$ cat config.mk
export PLATFORM = sky130hd
export DESIGN_NAME = mem_access_engine
export DESIGN_NICKNAME = d
export VERILOG_FILES = /design/src/pkg/mem_access_pkg.sv /design/src/core/mem_access_engine.sv
export SDC_FILE = /design/constraint.sdc
export NUM_CORES = 1
export LEC_CHECK = 0
export BUFFER_PORTS_ARGS = -buffer_cell sky130_fd_sc_hd__buf_4
export CORE_AREA = 2 2 201 203
export DETAILED_ROUTE_END_ITERATION = 8
export DIE_AREA = 0 0 203 205
export GPL_TIMING_DRIVEN = 0
export PLACE_DENSITY_LB_ADDON = 0.15
export SYNTH_ARGS = -nofsm -noshare
export SYNTH_HDL_FRONTEND = slang
export SYNTH_SLANG_ARGS = --single-unit
$ cat constraint.sdc
create_clock -name CLK -period 5.66 [get_ports CLK]
set_input_delay 0.566 -clock CLK [delete_from_list [all_inputs] [get_ports CLK]]
set_output_delay 0.566 -clock CLK [all_outputs]
set_load 0.01 [all_outputs]
$ cat src/pkg/mem_access_pkg.sv
/*
 * Constants, states and carriers of the debug memory access engine.
 * Assumes a 25 MHz system clock and a JTAG clock well below it.
 */
package mem_access_pkg;
	// ****************************************
	// Register selection and field layout
	// ****************************************
	localparam logic [6:0] IDX_CTRL_STATUS = 7'h07;
	localparam logic [6:0] IDX_TARGET_ADDR = 7'h09;
	localparam logic [6:0] IDX_DATA_WORD = 7'h0A;
	localparam int SEL_BITS = 8;
	localparam int POS_TRIGGER = 31;
	localparam int POS_DIR = 30;
	localparam int POS_SIZE = 27;
	localparam int POS_MAP = 24;
	localparam int POS_PRIO = 22;
	localparam int POS_BURST = 21;
	localparam int POS_COUNT = 2;
	localparam int POS_ERR = 1;
	localparam int POS_VALID = 0;
	localparam logic [31:0] RESET_CTRL_STATUS = 32'h0000_0000;
	localparam logic [31:0] RESET_WORD = 32'h0000_0000;
	localparam logic [7:0] RESET_SELECT = 8'h00;
	// ****************************************
	// Size, priority and burst encodings
	// ****************************************
	localparam logic [2:0] SZ_BYTE = 3'h0;
	localparam logic [2:0] SZ_HALF = 3'h1;
	localparam logic [2:0] SZ_WORD = 3'h2;
	localparam logic [2:0] SZ_DOUBLE = 3'h3;
	localparam logic [1:0] PRIO_HIGHEST = 2'h3;
	localparam int BURST_WORDS = 8;
	localparam logic [2:0] BURST_ALIGN_MASK = 3'h7;
	// ****************************************
	// States and carriers
	// ****************************************
	typedef enum logic [3:0] {
		TAP_RESET = 4'h0, TAP_IDLE = 4'h1, TAP_SEL_DR = 4'h2, TAP_CAP_DR = 4'h3,
		TAP_SHIFT_DR = 4'h4, TAP_EX1_DR = 4'h5, TAP_PAUSE_DR = 4'h6, TAP_EX2_DR = 4'h7,
		TAP_UPD_DR = 4'h8, TAP_SEL_IR = 4'h9, TAP_CAP_IR = 4'hA, TAP_SHIFT_IR = 4'hB,
		TAP_EX1_IR = 4'hC, TAP_PAUSE_IR = 4'hD, TAP_EX2_IR = 4'hE, TAP_UPD_IR = 4'hF
	} tap_e;
	typedef enum logic [1:0] {
		ENG_IDLE = 2'h0,
		ENG_WAIT_DATA = 2'h1,
		ENG_BUS = 2'h2
	} eng_e;
	typedef struct packed {
		logic [31:0] addr;
		logic [31:0] wdata;
		logic [1:0] size;
		logic write;
		logic burst;
		logic high_prio;
	} bus_req_s;
endpackage

$ cat src/core/mem_access_engine.sv
/*
 * Debug memory access engine: a JTAG-reached register port of three
 * registers and a system bus master that runs transfers beside the CPU.
 * Assumes an outside instruction decoder raises GATEWAY_SEL while the
 * gateway command is loaded, and a bus that answers each beat with ACK or ERR.
 */
// Behaviour
// - Transfers run while the processor keeps executing; no halt needed.
// - Bus transfers are physical, bypassing address translation and cache.
// - Trigger bit 31 written 1 starts a transfer; reads 0 when done or idle.
// - Bit 30 picks direction: 0 read into data register, 1 write from it.
// - Size bits 29..27: byte, half, word; double-word only with burst.
// - Reserved size codes 100..111 act as word accesses.
// - Priority bits 23..22: 11 highest, all other codes lowest.
// - Bit 21 zero gives single bus cycles, one gives burst operation.
// - Count bits 15..2 give how many accesses a single-cycle transfer performs, zero giving one; a burst runs two word beats per count.
// - A failed access shows error set and valid clear.
// - A good read shows valid set and error clear.
// - A good write shows error and valid both clear.
// - Write in progress shows valid only; read in progress neither; never both.
// - An 8-bit selection scan, LSB first, gives index and direction; data follows.
// - Indices: 0x7 control-status, 0x9 address, 0xA data.
// - Ready pin asserts when a transfer completes without error.
// - Burst ignores low three address bits; 32 bytes pass through an 8-word buffer.
`timescale 1ns/10ps
module mem_access_engine (
	input wire logic CLK, // System clock
	input wire logic RSTN, // Asynchronous reset, active low
	input wire logic GATEWAY_SEL, // Gateway command loaded in the debug port
	input wire logic TCK, // JTAG clock
	input wire logic TMS, // JTAG mode select
	input wire logic TDI, // JTAG data in
	output logic TDO, // JTAG data out
	output logic RDY_N, // Transfer done without error, active low
	output logic BUS_VALID, // Bus request pending
	output mem_access_pkg::bus_req_s BUS_REQ, // Bus request fields
	input wire logic BUS_ACK, // Beat finished
	input wire logic BUS_ERR, // Beat failed
	input wire logic [31:0] BUS_RDATA // Read data, right-justified
);
	import mem_access_pkg::*;

	// ****************************************
	// Helpers
	// ****************************************
	function automatic logic [1:0] eff_size(input logic [2:0] sz);
		eff_size = (sz == SZ_BYTE || sz == SZ_HALF) ? sz[1:0] : SZ_WORD[1:0];
	endfunction

	function automatic logic [31:0] size_mask(input logic [1:0] sz);
		size_mask = (sz == SZ_BYTE[1:0]) ? 32'h0000_00FF :
			(sz == SZ_HALF[1:0]) ? 32'h0000_FFFF : 32'hFFFF_FFFF;
	endfunction

	// ****************************************
	// Pin synchronisers
	// ****************************************
	logic [1:0] tck_s, tms_s, tdi_s, gw_s;
	logic tck_d;
	always_ff @(posedge CLK or negedge RSTN) begin
		if (!RSTN) begin
			tck_s <= 2'h0;
			tms_s <= 2'h0;
			tdi_s <= 2'h0;
			gw_s <= 2'h0;
			tck_d <= 1'b0;
		end else begin
			tck_s <= {tck_s[0], TCK};
			tms_s <= {tms_s[0], TMS};
			tdi_s <= {tdi_s[0], TDI};
			gw_s <= {gw_s[0], GATEWAY_SEL};
			tck_d <= tck_s[1];
		end
	end
	logic tck_rise, tck_fall;
	assign tck_rise = tck_s[1] & ~tck_d;
	assign tck_fall = ~tck_s[1] & tck_d;

	// ****************************************
	// Test access state and data scan
	// ****************************************
	tap_e tap, next_tap;
	logic [31:0] sr, next_sr;
	logic data_phase, next_data_phase;
	logic [6:0] sel_idx, next_sel_idx;
	logic sel_wr, next_sel_wr;
	logic tdo, next_tdo;
	logic [31:0] rd_value;
	logic upd_pulse, cap_pulse;

	assign cap_pulse = tck_rise && tap == TAP_CAP_DR && gw_s[1] && data_phase && !sel_wr;
	assign upd_pulse = tck_rise && tap == TAP_UPD_DR && gw_s[1] && data_phase && sel_wr;

	function automatic tap_e tap_step(input tap_e s, input logic m);
		unique case (s)
			TAP_RESET: tap_step = m ? TAP_RESET : TAP_IDLE;
			TAP_IDLE: tap_step = m ? TAP_SEL_DR : TAP_IDLE;
			TAP_SEL_DR: tap_step = m ? TAP_SEL_IR : TAP_CAP_DR;
			TAP_CAP_DR: tap_step = m ? TAP_EX1_DR : TAP_SHIFT_DR;
			TAP_SHIFT_DR: tap_step = m ? TAP_EX1_DR : TAP_SHIFT_DR;
			TAP_EX1_DR: tap_step = m ? TAP_UPD_DR : TAP_PAUSE_DR;
			TAP_PAUSE_DR: tap_step = m ? TAP_EX2_DR : TAP_PAUSE_DR;
			TAP_EX2_DR: tap_step = m ? TAP_UPD_DR : TAP_SHIFT_DR;
			TAP_UPD_DR: tap_step = m ? TAP_SEL_DR : TAP_IDLE;
			TAP_SEL_IR: tap_step = m ? TAP_RESET : TAP_CAP_IR;
			TAP_CAP_IR: tap_step = m ? TAP_EX1_IR : TAP_SHIFT_IR;
			TAP_SHIFT_IR: tap_step = m ? TAP_EX1_IR : TAP_SHIFT_IR;
			TAP_EX1_IR: tap_step = m ? TAP_UPD_IR : TAP_PAUSE_IR;
			TAP_PAUSE_IR: tap_step = m ? TAP_EX2_IR : TAP_PAUSE_IR;
			TAP_EX2_IR: tap_step = m ? TAP_UPD_IR : TAP_SHIFT_IR;
			TAP_UPD_IR: tap_step = m ? TAP_SEL_DR : TAP_IDLE;
		endcase
	endfunction

	always_comb begin
		next_tap = tap;
		next_sr = sr;
		next_data_phase = data_phase;
		next_sel_idx = sel_idx;
		next_sel_wr = sel_wr;
		next_tdo = tdo;
		if (tck_fall) begin
			next_tdo = sr[0];
		end
		if (tck_rise) begin
			next_tap = tap_step(tap, tms_s[1]);
			if (tap == TAP_RESET || !gw_s[1]) begin
				next_data_phase = 1'b0;
			end else if (tap == TAP_CAP_DR) begin
				next_sr = data_phase ? rd_value : {24'h0, RESET_SELECT};
			end else if (tap == TAP_SHIFT_DR) begin
				next_sr = {tdi_s[1], sr[31:1]};
			end else if (tap == TAP_UPD_DR) begin
				if (!data_phase) begin
					next_sel_idx = sr[31:25];
					next_sel_wr = sr[32 - SEL_BITS];
				end
				next_data_phase = ~data_phase;
			end
		end
	end

	always_ff @(posedge CLK or negedge RSTN) begin
		if (!RSTN) begin
			tap <= TAP_RESET;
			sr <= RESET_WORD;
			data_phase <= 1'b0;
			sel_idx <= RESET_SELECT[7:1];
			sel_wr <= RESET_SELECT[0];
			tdo <= 1'b0;
		end else begin
			tap <= next_tap;
			sr <= next_sr;
			data_phase <= next_data_phase;
			sel_idx <= next_sel_idx;
			sel_wr <= next_sel_wr;
			tdo <= next_tdo;
		end
	end
	assign TDO = tdo;

	// ****************************************
	// Registers and bus engine
	// ****************************************
	eng_e eng, next_eng;
	logic trig, next_trig, dir, next_dir, burst_select, next_bst, err, next_err, dv, next_dv;
	logic [2:0] sz, next_sz, map, next_map;
	logic [1:0] pr, next_pr;
	logic [13:0] cnt, next_cnt;
	logic [31:0] addr, next_addr, data, next_data, cur, next_cur;
	logic [14:0] beats, next_beats;
	logic [2:0] bptr, next_bptr;
	logic [31:0] buf_mem [BURST_WORDS];
	logic [31:0] next_buf_mem [BURST_WORDS];
	logic rdy, next_rdy;
	logic [1:0] bsz;

	assign bsz = burst_select ? SZ_WORD[1:0] : eff_size(sz);
	assign rd_value = (sel_idx == IDX_CTRL_STATUS) ?
		{trig, dir, sz, map, pr, burst_select, 5'h00, cnt, err, dv} :
		(sel_idx == IDX_TARGET_ADDR) ? addr :
		(sel_idx == IDX_DATA_WORD) ?
		((burst_select && dv && !dir) ? buf_mem[bptr] : data) : RESET_WORD;

	always_comb begin
		next_eng = eng;
		next_trig = trig;
		next_dir = dir;
		next_bst = burst_select;
		next_err = err;
		next_dv = dv;
		next_sz = sz;
		next_map = map;
		next_pr = pr;
		next_cnt = cnt;
		next_addr = addr;
		next_data = data;
		next_cur = cur;
		next_beats = beats;
		next_bptr = bptr;
		next_buf_mem = buf_mem;
		next_rdy = rdy;
		// Only a finished burst read walks the buffer; a write fill must not move
		if (cap_pulse && sel_idx == IDX_DATA_WORD && burst_select && dv && !dir) begin
			next_bptr = bptr + 3'h1;
		end
		unique case (eng)
			ENG_IDLE: begin
				if (upd_pulse && sel_idx == IDX_TARGET_ADDR) begin
					next_addr = sr;
				end else if (upd_pulse && sel_idx == IDX_DATA_WORD) begin
					next_data = sr;
				end else if (upd_pulse && sel_idx == IDX_CTRL_STATUS) begin
					next_trig = sr[POS_TRIGGER];
					next_dir = sr[POS_DIR];
					next_sz = sr[POS_SIZE +: 3];
					next_map = sr[POS_MAP +: 3];
					next_pr = sr[POS_PRIO +: 2];
					next_bst = sr[POS_BURST];
					next_cnt = sr[POS_COUNT +: 14];
					if (sr[POS_TRIGGER]) begin
						next_rdy = 1'b0;
						next_bptr = 3'h0;
						next_err = 1'b0;
						next_dv = sr[POS_DIR];
						next_cur = sr[POS_BURST] ?
							(addr & ~{29'h0, BURST_ALIGN_MASK}) : addr;
						next_beats = sr[POS_BURST] ? {sr[POS_COUNT +: 14], 1'b0} :
							(sr[POS_COUNT +: 14] == 14'h0 ? 15'h1 : {1'b0, sr[POS_COUNT +: 14]});
						next_eng = sr[POS_DIR] ? ENG_WAIT_DATA : ENG_BUS;
					end
				end
			end
			ENG_WAIT_DATA: begin
				if (upd_pulse && sel_idx == IDX_DATA_WORD) begin
					next_data = sr;
					if (burst_select) begin
						next_buf_mem[bptr] = sr;
						next_bptr = bptr + 3'h1;
						if (bptr == 3'(BURST_WORDS - 1)) begin
							next_eng = ENG_BUS;
						end
					end else begin
						next_eng = ENG_BUS;
					end
				end else if (upd_pulse && sel_idx == IDX_TARGET_ADDR) begin
					next_addr = sr;
				end
			end
			ENG_BUS: begin
				if (BUS_ERR) begin
					next_err = 1'b1;
					next_dv = 1'b0;
					next_trig = 1'b0;
					next_eng = ENG_IDLE;
				end else if (BUS_ACK) begin
					if (!dir && burst_select) begin
						next_buf_mem[bptr] = BUS_RDATA;
					end else if (!dir) begin
						next_data = BUS_RDATA & size_mask(bsz);
					end
					if (burst_select) begin
						next_bptr = bptr + 3'h1;
					end
					next_cur = cur + (32'h1 << bsz);
					next_beats = beats - 15'h1;
					if (beats <= 15'h1) begin
						next_trig = 1'b0;
						next_dv = ~dir;
						next_err = 1'b0;
						next_rdy = 1'b1;
						next_bptr = 3'h0;
						next_eng = ENG_IDLE;
					end
				end
			end
			default: next_eng = ENG_IDLE;
		endcase
	end

	always_ff @(posedge CLK or negedge RSTN) begin
		if (!RSTN) begin
			eng <= ENG_IDLE;
			trig <= RESET_CTRL_STATUS[POS_TRIGGER];
			dir <= RESET_CTRL_STATUS[POS_DIR];
			burst_select <= RESET_CTRL_STATUS[POS_BURST];
			err <= RESET_CTRL_STATUS[POS_ERR];
			dv <= RESET_CTRL_STATUS[POS_VALID];
			sz <= RESET_CTRL_STATUS[POS_SIZE +: 3];
			map <= RESET_CTRL_STATUS[POS_MAP +: 3];
			pr <= RESET_CTRL_STATUS[POS_PRIO +: 2];
			cnt <= RESET_CTRL_STATUS[POS_COUNT +: 14];
			addr <= RESET_WORD;
			data <= RESET_WORD;
			cur <= RESET_WORD;
			beats <= 15'h0;
			bptr <= 3'h0;
			rdy <= 1'b0;
			for (int i = 0; i < BURST_WORDS; i++) begin
				buf_mem[i] <= RESET_WORD;
			end
		end else begin
			eng <= next_eng;
			trig <= next_trig;
			dir <= next_dir;
			burst_select <= next_bst;
			err <= next_err;
			dv <= next_dv;
			sz <= next_sz;
			map <= next_map;
			pr <= next_pr;
			cnt <= next_cnt;
			addr <= next_addr;
			data <= next_data;
			cur <= next_cur;
			beats <= next_beats;
			bptr <= next_bptr;
			rdy <= next_rdy;
			buf_mem <= next_buf_mem;
		end
	end

	// ****************************************
	// Bus request and ready pin
	// ****************************************
	// Issued on its own, with no halt handshake and no translation step
	assign BUS_VALID = (eng == ENG_BUS);
	assign BUS_REQ.addr = cur;
	assign BUS_REQ.wdata = burst_select ? buf_mem[bptr] : (data & size_mask(bsz));
	assign BUS_REQ.size = bsz;
	assign BUS_REQ.write = dir;
	assign BUS_REQ.burst = burst_select;
	assign BUS_REQ.high_prio = (pr == PRIO_HIGHEST);
	assign RDY_N = ~rdy;
endmodule

; Word-level counts from Yosys, hierarchy flattened
; Index checks and enable logic that the tools add are counted.
[totals]
register_bits = 455
input_bits = 40
output_inout_bits = 72
elab_cells = 266
[op_classes]
n_bitwise = 15
magnitude_cmp = 3
addsub = 3
reduce_logical = 50
n_shift = 1
n_mux = 117
n_eq_ne = 42
[ops]
columns = cell, n
row1 = $mux 256, 5
row2 = $mux 32, 27
row3 = $bwmux 256, 2
row4 = $pmux 256 s2, 1
row5 = $pmux 32 s2, 2
row6 = $mux 15, 7
row7 = $bmux 32 s3, 1
row8 = $demux 32 s3, 1
row9 = $pmux 32 s3, 1
row10 = $and 32x32->32, 2
row11 = $pmux 4 s12, 1
row12 = $mux 3, 13
row13 = $add 32x32->32, 1
row14 = $eq 4x4->1 const B, 8
row15 = $mux 2, 16
row16 = $shl 1x2->32 const A, 1
row17 = $pmux 15 s2, 1
row18 = $mux 1, 28
row19 = $ne 2x2->1 const B, 12
row20 = $reduce_and 6->1, 4
row21 = $logic_and 1x1->1, 19
row22 = $eq 4x3->1 const B, 4
row23 = $mux 4, 4
row24 = $reduce_and 8->1, 2
row25 = other kinds (37), 68

; Depth between registers and ports, before layout
; Gate-level depths: netlist of the first run.
[depth]
word_depth = 16
mapped_depth = 14
mapped_depth_nobuf = 11

; Worst setup path after synthesis of the first run
; No wires, ideal clock.
[synth_timing]
path_kind = flip-flop to flip-flop
startpoint = register burst_select
endpoint = register cur[24]
t_arrival_ns = 3.166
synth_period_minus_slack_ns = 3.246
setup_slack_ns = 2.414
path_stages_with_launch = 15
required_time_ns = 5.581
setup_time_ns = 0.079
path_buffers = 3
cell_sequence = dfrtp_1 > nor3_1 > nand2b_1 > clkbuf_1 > inv_1 > ha_1 > inv_1 > fa_1 > nor2b_1 > o31a_1 > clkbuf_1 > clkbuf_1 > nand3_1 > a21oi_1 > a2bb2oi_1
[synth_via]
elab_chain_cells = 6
[synth_rtl]
columns = item, line_no
row1 = from (decl), mem_access_engine.sv:166  ; logic trig, next_trig, dir, next_dir, burst_select, next_bst, err, next_err, dv, next_dv;
row2 = from (signal assigned), mem_access_engine.sv:286  ; burst_select <= RESET_CTRL_STATUS[POS_BURST];
row3 = from (signal assigned), mem_access_engine.sv:306  ; burst_select <= next_bst;
row4 = $mux 2, mem_access_engine.sv:178  ; assign bsz = burst_select ? SZ_WORD[1:0] : eff_size(sz);
row5 = $shl 1x2->32, mem_access_engine.sv:265  ; next_cur = cur + (32'h1 << bsz);
row6 = $add 32x32->32, mem_access_engine.sv:265
row7 = $mux 32, mem_access_engine.sv:256  ; end else if (BUS_ACK) begin
row8 = $mux 32, mem_access_engine.sv:251  ; if (BUS_ERR) begin
row9 = $pmux 32 s2, mem_access_engine.sv:207  ; unique case (eng)
row10 = to (signal assigned), mem_access_engine.sv:315  ; cur <= next_cur;
row11 = to (decl), mem_access_engine.sv:170  ; logic [31:0] addr, next_addr, data, next_data, cur, next_cur;
; Every way passes these cells. The select of a mux whose other input is x is not followed.
; A chain may end at the register's enable or synchronous reset.

==> Flow_metrics.wiki, run 1 <==
{| class="wikitable"
! Metric !! Value
|-
| Run status || completed
|-
| Worst r2r dst || cur[27]
|-
| Kind of end point of the critical path || output port
|-
| P&R area growth vs syn || 14.18%
|-
| Proportion of power drawn by flip-flops and latches || 0.408
|-
| Final critical-path required period || 5.534 ns
|-
| Startpoint type of the worst setup path || flop
|-
| Number of levels the H-tree was split into || 2
|-
| Post-layout power || 9.223 mW
|-
| DIE WIDTH || 203 µm
|-
| Final weighted congestion in routability-driven placement || 0.9698
|-
| Final instance count without filler cells || 2833
|-
| Critical path class || flop to output port
|-
| PD cells || 346.7 nW/µm²
|-
| Crit Path Max Fanout || 10
|-
| GRT Overall Usage || 0.3750
|-
| Final number of setup-violating endpoints || 0
|-
| Number of flops mapped to enable cells by yosys || 0
|-
| Number of instances in the synthesized netlist || 2097
|-
| Antenna-violating nets left || 0
|-
| Library cell with the largest summed area after synthesis || dfrtp_1
|-
| Detailed-route wire length per cell || 27.29 µm
|-
| Final Max Tran Viols || 0
|-
| Primary flip-flop cell chosen by synthesis mapping || dfrtp_1
|-
| Number of maximum-capacitance constraint violations || 0
|-
| Data required time at the worst endpoint || 5.09 ns
|-
| Fraction of power consumed by combinational cells || 0.230
|-
| Start point of the critical path || bptr[2]
|-
| Worst relative slew slack || 0.09513
|-
| Flip-flop and latch count after synthesis || 455
|-
| Setup crit end || BUS_REQ[26]
|-
| Top library cells by usage in the layout, fill and taps aside || dfrtp_1 (455), mux2_2 (313), nand2_1 (241)
|-
| Total length of routed wires || 77310 µm
|-
| Number of buffers created by CTS || 50
|-
| Inst Count DP || 2737
|-
| Top cells by area in the synthesized netlist || dfrtp_1 (49%), mux2_2 (15%), nand2_1 (3.9%), mux2_1 (3.7%), mux4_2 (2.7%)
|-
| Fraction of the yosys area taken by sequential cells || 0.4886
|-
| Post-route fraction of the period consumed by the critical path || 0.9777
|-
| Clock Skews || 0.02997 ns
|-
| Number of buffers on the longest clock path || 3
|-
| Remaining global-route overflow || 0
|-
| Number of sinks on the clock net || 455
|-
| Warning count from the yosys run || 0
|-
| Initial standard-cell utilization of the core || 0.5919
|-
| Count of input and output buffers || 111
|-
| Clock slew at the register clock pins of the worst setup and hold paths || 0.06 ns
|-
| DP Area || 24910 µm²
|-
| Setup repair after global routing missed its margin || no
|-
| Slew at the pin with the worst max-slew slack || 1.346 ns
|-
| Net Sw Power || 3.102 mW
|-
| Total count of hold-check failures in the final report || 0
|-
| Net count of the finished layout || 2314
|-
| Post-synthesis cell area || 23300 µm²
|-
| Reg2Reg Depth || 11
|-
| Worst reg-to-reg setup slack || 0.34 ns
|-
| Via count of the first global-routing pass || 18510
|-
| Yosys cell types || 79
|-
| Die Area || 41620 µm²
|-
| Switching Fraction || 0.3363
|-
| Setup Buffers After CTS || 0
|-
| Maximum resistive drop on vdd || 0.0002620 V
|-
| Placeable core region || 39370 µm²
|-
| Proportion of register bits with asynchronous set or reset after synthesis || 1.000
|-
| Hpwl dp || 55930 µm
|-
| Most common cell after layout, fill and taps aside || dfrtp_1
|-
| Cts-stage hold buffer count || 1
|-
| Final standard cell area without fillers || 26610 µm²
|-
| Worst min-delay path category || input pin to flop
|-
| Area share of the largest cell type after synthesis || 0.4886
|-
| Number of core rows || 73
|-
| Initial antenna violation count || 2
|-
| Highest clock frequency the design can meet || 180.7 MHz
|-
| Post-synthesis area per instance || 11.11 µm²
|-
| Top-Level Pins || 112
|-
| First-pass GRT wire length || 116000 µm
|-
| Height of the chip || 205 µm
|-
| DRC || 0
|-
| Total via count in the routed design || 18750
|-
| Clock Tree Root || clkbuf_16
|-
| Net count of the mapped netlist || 2146
|-
| Drt via density || 6.618
|-
| Iteration-0 DRC Markers || 1856
|-
| Internal power of the cells || 6.122 mW
|-
| Clock latency reported for the late side of the worst-skew pair || 0.63 ns
|-
| Detailed-router iteration count before antenna repair || 5
|-
| Share of power burned in the clock network || 0.362
|-
| Maximum number of pins on one net before global-route repair || 121
|-
| Crit path arrival time || 4.97 ns
|-
| Resize count post-CTS || 0
|-
| Proportion of layout cells with a drive suffix above 1 || 0.2581
|-
| Startpoint of the worst-slack reg-to-reg timing path || burst_select
|-
| Static Leak || 12.46 nW
|-
| TritonCTS clock tree || built
|}
==> final cells by class <==
| type | instances | area (µm²) |
|---|---|---|
| flip-flops and latches | 455 | 11390 |
| fillers | 2995 | 12760 |
| diodes | 3 | 7.507 |
| plain buffers | 155 | 704.4 |
| clock inverters | 13 | 188.9 |
| inverters | 25 | 93.84 |
| repair buffers | 116 | 960.9 |
| clock buffers | 79 | 1490 |
| well taps | 525 | 656.9 |
| multi-input cells | 1462 | 11120 |
==> sequential cells by signal (all words and copies together) (netlist names), 2 cells and up <==
register  flops
buf_mem     256
addr         32
cur          32
data         32
sr           32
beats        15
cnt          14
sel_idx       7
tap           4
bptr          3
map           3
sz            3
eng           2
gw_s          2
pr            2
tck_s         2
tdi_s         2
tms_s         2
==> worst max-delay path: stages (launching register included) <==
cell	delay [ns]
dfrtp_1	0.43
buf_2	0.26
buf_2	0.38
clkbuf_1	0.73
clkbuf_1	0.80
o21ai_0	0.39
a2111oi_0	0.85
nor3_1	0.27
buf_4	0.23
==> per-layer routing <==
layer  track usage  vias up  share of wire
li1              -     8077              -
met1        0.4845     9437           0.39
met2        0.5954      968           0.47
met3       0.06459      267          0.080
met4        0.2286        0          0.065
met5             0        -              0
==> power by group through the flow <==
| stage | clock, mW | combinational (mW) | sequential [mW] |
|---|---|---|---|
| 2_1_floorplan | 0 | 1.16 | 3.77 |
| 3_3_place_gp | 0 | 2.02 | 3.80 |
| 3_5_place_dp | 0 | 2.06 | 3.81 |
| 4_1_cts | 3.35 | 2.07 | 3.75 |
| 5_1_grt | 3.49 | 2.28 | 3.80 |
| 6_report | 3.34 | 2.12 | 3.76 |
==> cell usage after synthesis (13+ instances only) <==
cell        n
a221oi_1   24
buf_2      29
a22oi_1    19
mux2i_1    25
o22a_1     20
and3_1     13
nand2b_1   13
nand3_1    31
mux4_2     28
clkbuf_1   93
o21ai_0   115
nor2b_1    15
a211oi_1   26
nor3_1     25
mux2_2    313
inv_1      23
and2_1     15
a21oi_1   105
o22ai_1    14
a22o_1     13
a31oi_1    16
nor2_1    118
mux2_1     76
o211ai_1   15
buf_1      19
nand2_1   241
dfrtp_1   455
==> worst min-delay path by stage <==
stage,endpoint,from,slack [ns],cells after the start
after detailed placement,tdi_s[1],tdi_s[0],0.34,0
after global routing,gw_s[0],GATEWAY_SEL,0.05,1
final,tck_s[0],TCK,0.06,1
after global placement,tck_s[1],tck_s[0],0.33,0
after floorplan,TDO,RSTN,0.27,0
after CTS,tck_s[0],TCK,0.05,1
==> kinds of logic (layout without fill, tap and decap cells) <==
logic type | Yosys count | after routing | share of synthesized area
other | 1 | 4 | 0.0001609
AO/OA/AOI/OAI | 467 | 467 | 0.1344
XOR/XNOR | 2 | 2 | 0.0007519
flip-flops | 455 | 455 | 0.4886
buffers and inverters | 180 | 388 | 0.03426
multiplexers | 442 | 442 | 0.2258
adder cells (fa/ha/maj) | 9 | 9 | 0.005155
AND/OR/NAND/NOR | 541 | 541 | 0.1108
==> per-stage QoR <==
| step | hold slack [ns] | utilization | worst slack (ns) | TNS [ns] |
|---|---|---|---|---|
| after floorplan | 0.2704 | - | 2.414 | 0 |
| after global placement | 0.3326 | 0.6298 | -0.5657 | -237.22 |
| after detailed placement | 0.3378 | 0.6327 | 0.6579 | 0 |
| after CTS | 0.04556 | 0.6757 | 0.4474 | 0 |
| after global routing | 0.05456 | 0.6757 | 0.2866 | 0 |
| final | 0.05752 | 0.6758 | 0.1263 | 0 |
Note: power is estimated with default switching activity, not from simulation.
==> inputs of run 2 (changes only) <==
BUFFER_PORTS_ARGS = -buffer_cell sky130_fd_sc_hd__buf_2   (was -buffer_cell sky130_fd_sc_hd__buf_4)
REMOVE_ABC_BUFFERS = 1   (was default)
==> Flow_metrics.wiki, run 2 (synthesis gave the netlist of run 1 again) <==
{| class="wikitable"
! Metric !! Value
|-
| Run status || completed
|-
| Antenna-violating nets left || 0
|-
| Worst reg-to-reg setup slack || 0.42 ns
|-
| Slew at the pin with the worst max-slew slack || 1.434 ns
|-
| Post-route fraction of the period consumed by the critical path || 0.9252
|-
| Final worst-path setup slack || 0.4232 ns
|-
| Clock Tree Root || clkbuf_16
|-
| Worst Setup Slack post-DPL || 0.5725 ns
|-
| P&R area growth vs syn || 12.58%
|-
| Final critical-path required period || 5.237 ns
|-
| Final Max Tran Viols || 0
|-
| Height of the chip || 205 µm
|-
| Worst min-delay path category || input pin to flop
|-
| Remaining global-route overflow || 0
|-
| Crit path buffers/inverters || 2
|-
| Number of buffers on the longest clock path || 3
|-
| Resize count post-CTS || 0
|-
| Final worst hold slack || 0.07640 ns
|-
| Kind of cell adding the most delay to the critical path || simple AND/OR/NAND/NOR gates
|-
| Drt via density || 6.685
|-
| DIE WIDTH || 203 µm
|-
| Initial antenna violation count || 0
|-
| Critical path's largest stage delay || 0.72 ns
|-
| Kind of end point of the critical path || flop
|-
| Inst Count DP || 2613
|-
| Proportion of layout cells with a drive suffix above 1 || 0.2765
|-
| Final instance count without filler cells || 2702
|-
| Net count of the finished layout || 2189
|-
| PD cells || 342.5 nW/µm²
|-
| Static Leak || 12.32 nW
|-
| Startpoint of the worst-slack reg-to-reg timing path || burst_select
|-
| Crit-path cells || nor3_2 > nand2b_1 > inv_1 > ha_1 > inv_1 > fa_1 > nor2b_1 > o31a_1 > and2_1 > a41oi_1 > o22a_1
|-
| Setup repair after global routing missed its margin || no
|-
| Clock latency reported for the late side of the worst-skew pair || 0.59 ns
|-
| Hold Path Stages || 1
|-
| Worst hold path startpoint || GATEWAY_SEL
|-
| Final weighted congestion in routability-driven placement || 0.9130
|-
| Top register by number of flip-flops || buf_mem
|-
| Dominant cell type by count on the critical path || inv_1
|-
| Max FFs per register || 256
|-
| Startpoint type of the worst setup path || flop
|-
| Reg2Reg Depth || 11
|-
| Detailed-router iteration count before antenna repair || 5
|-
| DRC || 0
|-
| Worst r2r dst || cur[26]
|-
| Top library cells by usage in the layout, fill and taps aside || dfrtp_1 (451), mux2_2 (313), nand2_1 (240)
|-
| Worst relative slew slack || 0.04226
|-
| Initial standard-cell utilization of the core || 0.5919
|-
| Maximum resistive drop on vdd || 0.0002344 V
|-
| Total length of routed wires || 68440 µm
|-
| Number of sinks on the clock net || 455
|-
| Total via count in the routed design || 18060
|-
| # diodes || 0
|-
| Number of core rows || 73
|-
| Detailed-route wire length per cell || 25.33 µm
|-
| TritonCTS clock tree || built
|-
| Final number of setup-violating endpoints || 0
|-
| Number of levels the H-tree was split into || 2
|-
| Via count of the first global-routing pass || 18130
|-
| Total count of hold-check failures in the final report || 0
|-
| Slowest-stage cell, CP || nor3_2
|-
| Hpwl dp || 45090 µm
|-
| Iteration-0 DRC Markers || 1788
|-
| Data required time at the worst endpoint || 6.14 ns
|-
| Highest clock frequency the design can meet || 191.0 MHz
|-
| Die Area || 41620 µm²
|-
| Maximum number of pins on one net before global-route repair || 118
|-
| GRT Overall Usage || 0.3340
|-
| First-pass GRT wire length || 106700 µm
|-
| Number of buffers created by CTS || 49
|-
| Crit Path Max Fanout || 31
|-
| Number of maximum-capacitance constraint violations || 0
|-
| Placeable core region || 39370 µm²
|-
| Count of input and output buffers || 111
|-
| Top-Level Pins || 112
|-
| Hold Crit Endpoint || gw_s[0]
|-
| Crit path arrival time || 5.71 ns
|-
| Critical path class || flop to flop
|-
| Clock slew at the register clock pins of the worst setup and hold paths || 0.06 ns
|-
| Most common cell after layout, fill and taps aside || dfrtp_1
|-
| Clock Skews || 0.01106 ns
|}
[run 2: cell count changes in the layout (fill, tap and decap cells not counted), sizes merged, moves of 2 or more]
cell | previous run | this run
buf | 177 | 146
bufinv | 3 | 5
clkbuf | 172 | 71
clkinv | 6 | 8
diode | 3 | 0
[run 2: where the power goes]
part           switching (mW)  internal (mW)
clock                    1.36           1.98
sequential              0.341           3.47
combinational            1.20          0.637
total                    2.89           6.09
[run 2: what timing repair did]
item                      in CTS  in global routing
hold buffers                   1                  0
setup buffers                  0                  0
hold endpoints to repair      38                  0
[run 2: worst max-delay path by stage]
stage,cells after the start,to,from
floorplan,11,cur[26],burst_select
CTS,11,cur[26],burst_select
finish,11,cur[26],burst_select
detailed placement,11,cur[26],burst_select
global placement,11,cur[30],burst_select
global route,11,cur[30],burst_select
[run 2: stage by stage]
stage | area (µm²) | util | setup TNS (ns) | power (mW)
floorplan | 22600 | - | 0 | 4.892
global placement | 23810 | 0.6048 | -2977.16 | 5.568
detailed placement | 24560 | 0.6239 | 0 | 5.663
CTS | 26230 | 0.6664 | 0 | 8.977
global route | 26230 | 0.6664 | 0 | 9.355
finish | 26230 | 0.6664 | 0 | 8.983
[run 2: final cells by class]
type,instances,area (µm²)
tap,525,656.9
timing repair buffer,147,1206
clock inverter,17,229.0
multi-input combinational,1462,11210
clock buffer,71,1431
fill,3008,13130
inverter,25,96.34
sequential,455,11400
[run 2: routing by layer]
layer	track usage	routed length, µm	vias up
met3	0.05520	5414	180
met2	0.5142	30930	822
met1	0.4728	29320	9257
met5	0	0	-
li1	-	-	7804
met4	0.1405	2778	0
==> inputs of run 3 (changes only) <==
BUFFER_PORTS_ARGS = default   (was -buffer_cell sky130_fd_sc_hd__buf_2)
CAP_MARGIN = 30   (was default)
DONT_BUFFER_PORTS = 1   (was default)
==> Flow_metrics.wiki, run 3 (synthesis gave the netlist of run 1 again) <==
{| class="wikitable"
! Metric !! Value
|-
| Run status || complete, but fails checks
|-
| Violated checks || negative hold slack
|-
| Kind of end point of the critical path || flop
|-
| Startpoint type of the worst setup path || flop
|-
| Net count of the finished layout || 2088
|-
| Post-route fraction of the period consumed by the critical path || 0.9061
|-
| Highest clock frequency the design can meet || 195.0 MHz
|-
| Crit-path cells || nor3_2 > nand2b_1 > inv_1 > ha_1 > inv_1 > fa_1 > nor2b_1 > o31a_1 > and2_1 > a41oi_1 > o22a_1
|-
| Number of levels the H-tree was split into || 2
|-
| Worst reg-to-reg setup slack || 0.53 ns
|-
| Final worst-path setup slack || 0.5314 ns
|-
| P&R area growth vs syn || 10.14%
|-
| Placeable core region || 39370 µm²
|-
| Via count of the first global-routing pass || 17330
|-
| Iteration-0 DRC Markers || 1610
|-
| GRT Overall Usage || 0.3296
|-
| Maximum number of pins on one net before global-route repair || 456
|-
| Kind of cell adding the most delay to the critical path || simple AND/OR/NAND/NOR gates
|-
| Worst min-delay path category || input pin to async pin
|-
| # diodes || 0
|-
| Clock latency reported for the late side of the worst-skew pair || 0.60 ns
|-
| Total count of hold-check failures in the final report || 455
|-
| Total length of routed wires || 67530 µm
|-
| Critical path's largest stage delay || 0.69 ns
|-
| Top-Level Pins || 112
|-
| Resize count post-CTS || 0
|-
| Clock slew at the register clock pins of the worst setup and hold paths || 0.06 ns
|-
| Sequential cell area || 11400 µm²
|-
| Proportion of power drawn by flip-flops and latches || 0.455
|-
| Net Sw Power || 2.755 mW
|-
| Most common cell after layout, fill and taps aside || dfrtp_1
|-
| Hpwl dp || 44050 µm
|-
| Remaining global-route overflow || 0
|-
| Height of the chip || 205 µm
|-
| Final number of setup-violating endpoints || 0
|-
| Number of buffers on the longest clock path || 3
|-
| Internal power of the cells || 5.782 mW
|-
| Switching Fraction || 0.3227
|-
| Crit Path Max Fanout || 29
|-
| Final Max Tran Viols || 0
|-
| Top register by number of flip-flops || buf_mem
|-
| TritonCTS clock tree || built
|-
| Detailed-router iteration count before antenna repair || 6
|-
| Count of input and output buffers || 0
|-
| Max FFs per register || 256
|-
| Crit path arrival time || 5.60 ns
|-
| Worst relative slew slack || 0.2484
|-
| Die Area || 41620 µm²
|-
| Sum Neg Setup Slack || 0 ns
|-
| Setup repair after global routing missed its margin || no
|-
| Number of core rows || 73
|-
| Cts-stage hold buffer count || 4
|-
| Crit path buffers/inverters || 2
|-
| Maximum resistive drop on vdd || 0.0002849 V
|-
| Worst Setup Slack post-DPL || 0.7149 ns
|-
| Slew at the pin with the worst max-slew slack || 1.127 ns
|-
| Data required time at the worst endpoint || 6.13 ns
|-
| Clock Skews || 0.01851 ns
|-
| DRC || 0
|-
| Slowest-stage cell, CP || inv_1
|-
| First-pass GRT wire length || 104600 µm
|-
| Total via count in the routed design || 17380
|-
| Final worst hold slack || -0.3308 ns
|-
| Share of power burned in the clock network || 0.362
|-
| Antenna-violating nets left || 0
|-
| Final critical-path required period || 5.129 ns
|-
| Final weighted congestion in routability-driven placement || 0.8422
|-
| Number of sinks on the clock net || 455
|-
| Static Leak || 11.83 nW
|-
| PD cells || 332.6 nW/µm²
|-
| Dominant cell type by count on the critical path || inv_1
|-
| Number of buffers created by CTS || 49
|-
| DIE WIDTH || 203 µm
|-
| Critical path class || flop to flop
|-
| Drt via density || 6.691
|-
| Number of maximum-capacitance constraint violations || 0
|-
| Setup Buffers After CTS || 0
|-
| Initial standard-cell utilization of the core || 0.5919
|-
| Initial antenna violation count || 0
|-
| Clock Tree Root || clkbuf_16
|-
| Combined area of the multi-input logic cells || 11210 µm²
|-
| Proportion of layout cells with a drive suffix above 1 || 0.2379
|-
| Top library cells by usage in the layout, fill and taps aside || dfrtp_1 (451), mux2_2 (313), nand2_1 (240)
|-
| Detailed-route wire length per cell || 26.00 µm
|-
| Fraction of power consumed by combinational cells || 0.183
|-
| Final-layout fill cell count || 3029
|}
## run 3: cell types whose count changed in the layout (fill, tap and decap cells not counted)
cell | previous run | this run
clkbuf_8 | 8 | 10
bufinv_16 | 5 | 0
buf_8 | 7 | 8
dlygate4sd3_1 | 1 | 4
clkinv_4 | 2 | 1
buf_12 | 10 | 11
clkbuf_1 | 12 | 13
buf_16 | 8 | 9
clkinvlp_4 | 3 | 0
buf_6 | 10 | 12
clkinv_2 | 6 | 8
buf_4 | 1 | 2
buf_2 | 110 | 0
## run 3: worst register-to-register path: stages, from the launching register on
cell,delay (ns)
dfrtp_2,0.63
nor3_2,0.69
nand2b_1,0.59
inv_1,0.69
ha_1,0.29
inv_1,0.06
fa_1,0.43
nor2b_1,0.17
o31a_1,0.66
and2_1,0.41
a41oi_1,0.16
o22a_1,0.23
## run 3: per-stage QoR
stage	total power, mW	hold WS, ns	instance area, µm²	cells	util
after floorplan	4.892	0.2704	22600	1942	-
after global routing	8.899	-0.3442	25660	2597	0.6519
after global placement	5.370	0.2992	23250	2467	0.5907
after CTS	8.532	-0.3332	25610	2595	0.6505
after detailed placement	5.465	0.2989	24050	2507	0.6109
final	8.537	-0.3308	25660	2597	0.6519
## run 3: path summary, 6_finish.rpt
check	from	to	cells after the start
setup / recovery	burst_select	cur[30]	11
setup reg to reg	burst_select	cur[30]	11
hold / removal	RSTN	buf_mem[179]	0
hold reg to reg	tdi_s[0]	tdi_s[1]	0
min in group CLK	BUS_ERR	eng[1]	2
max in group asynchronous	RSTN	bptr[1]	0
## run 3: per-layer routing
layer | global-route usage | routed length [µm]
met1 | 0.4656 | 29160
met2 | 0.5077 | 31050
met3 | 0.05759 | 4906
met4 | 0.1350 | 2414
met5 | 0 | 0
## run 3: cell type report
cell class	instances	area share
multi-input combinational	1462	0.4370
timing repair buffer	46	0.03032
clock inverter	10	0.002243
inverter	25	0.003754
sequential	455	0.4441
clock buffer	74	0.05699
tap	525	0.02559
## run 3: power groups by stage
stage                     logic, mW  registers (mW)  clock network [mW]
after floorplan                1.08            3.81                   0
after global placement         1.46            3.91                   0
after detailed placement       1.53            3.94                   0
after CTS                      1.54            3.88                3.12
after global routing           1.72            3.93                3.25
final                          1.56            3.88                3.09
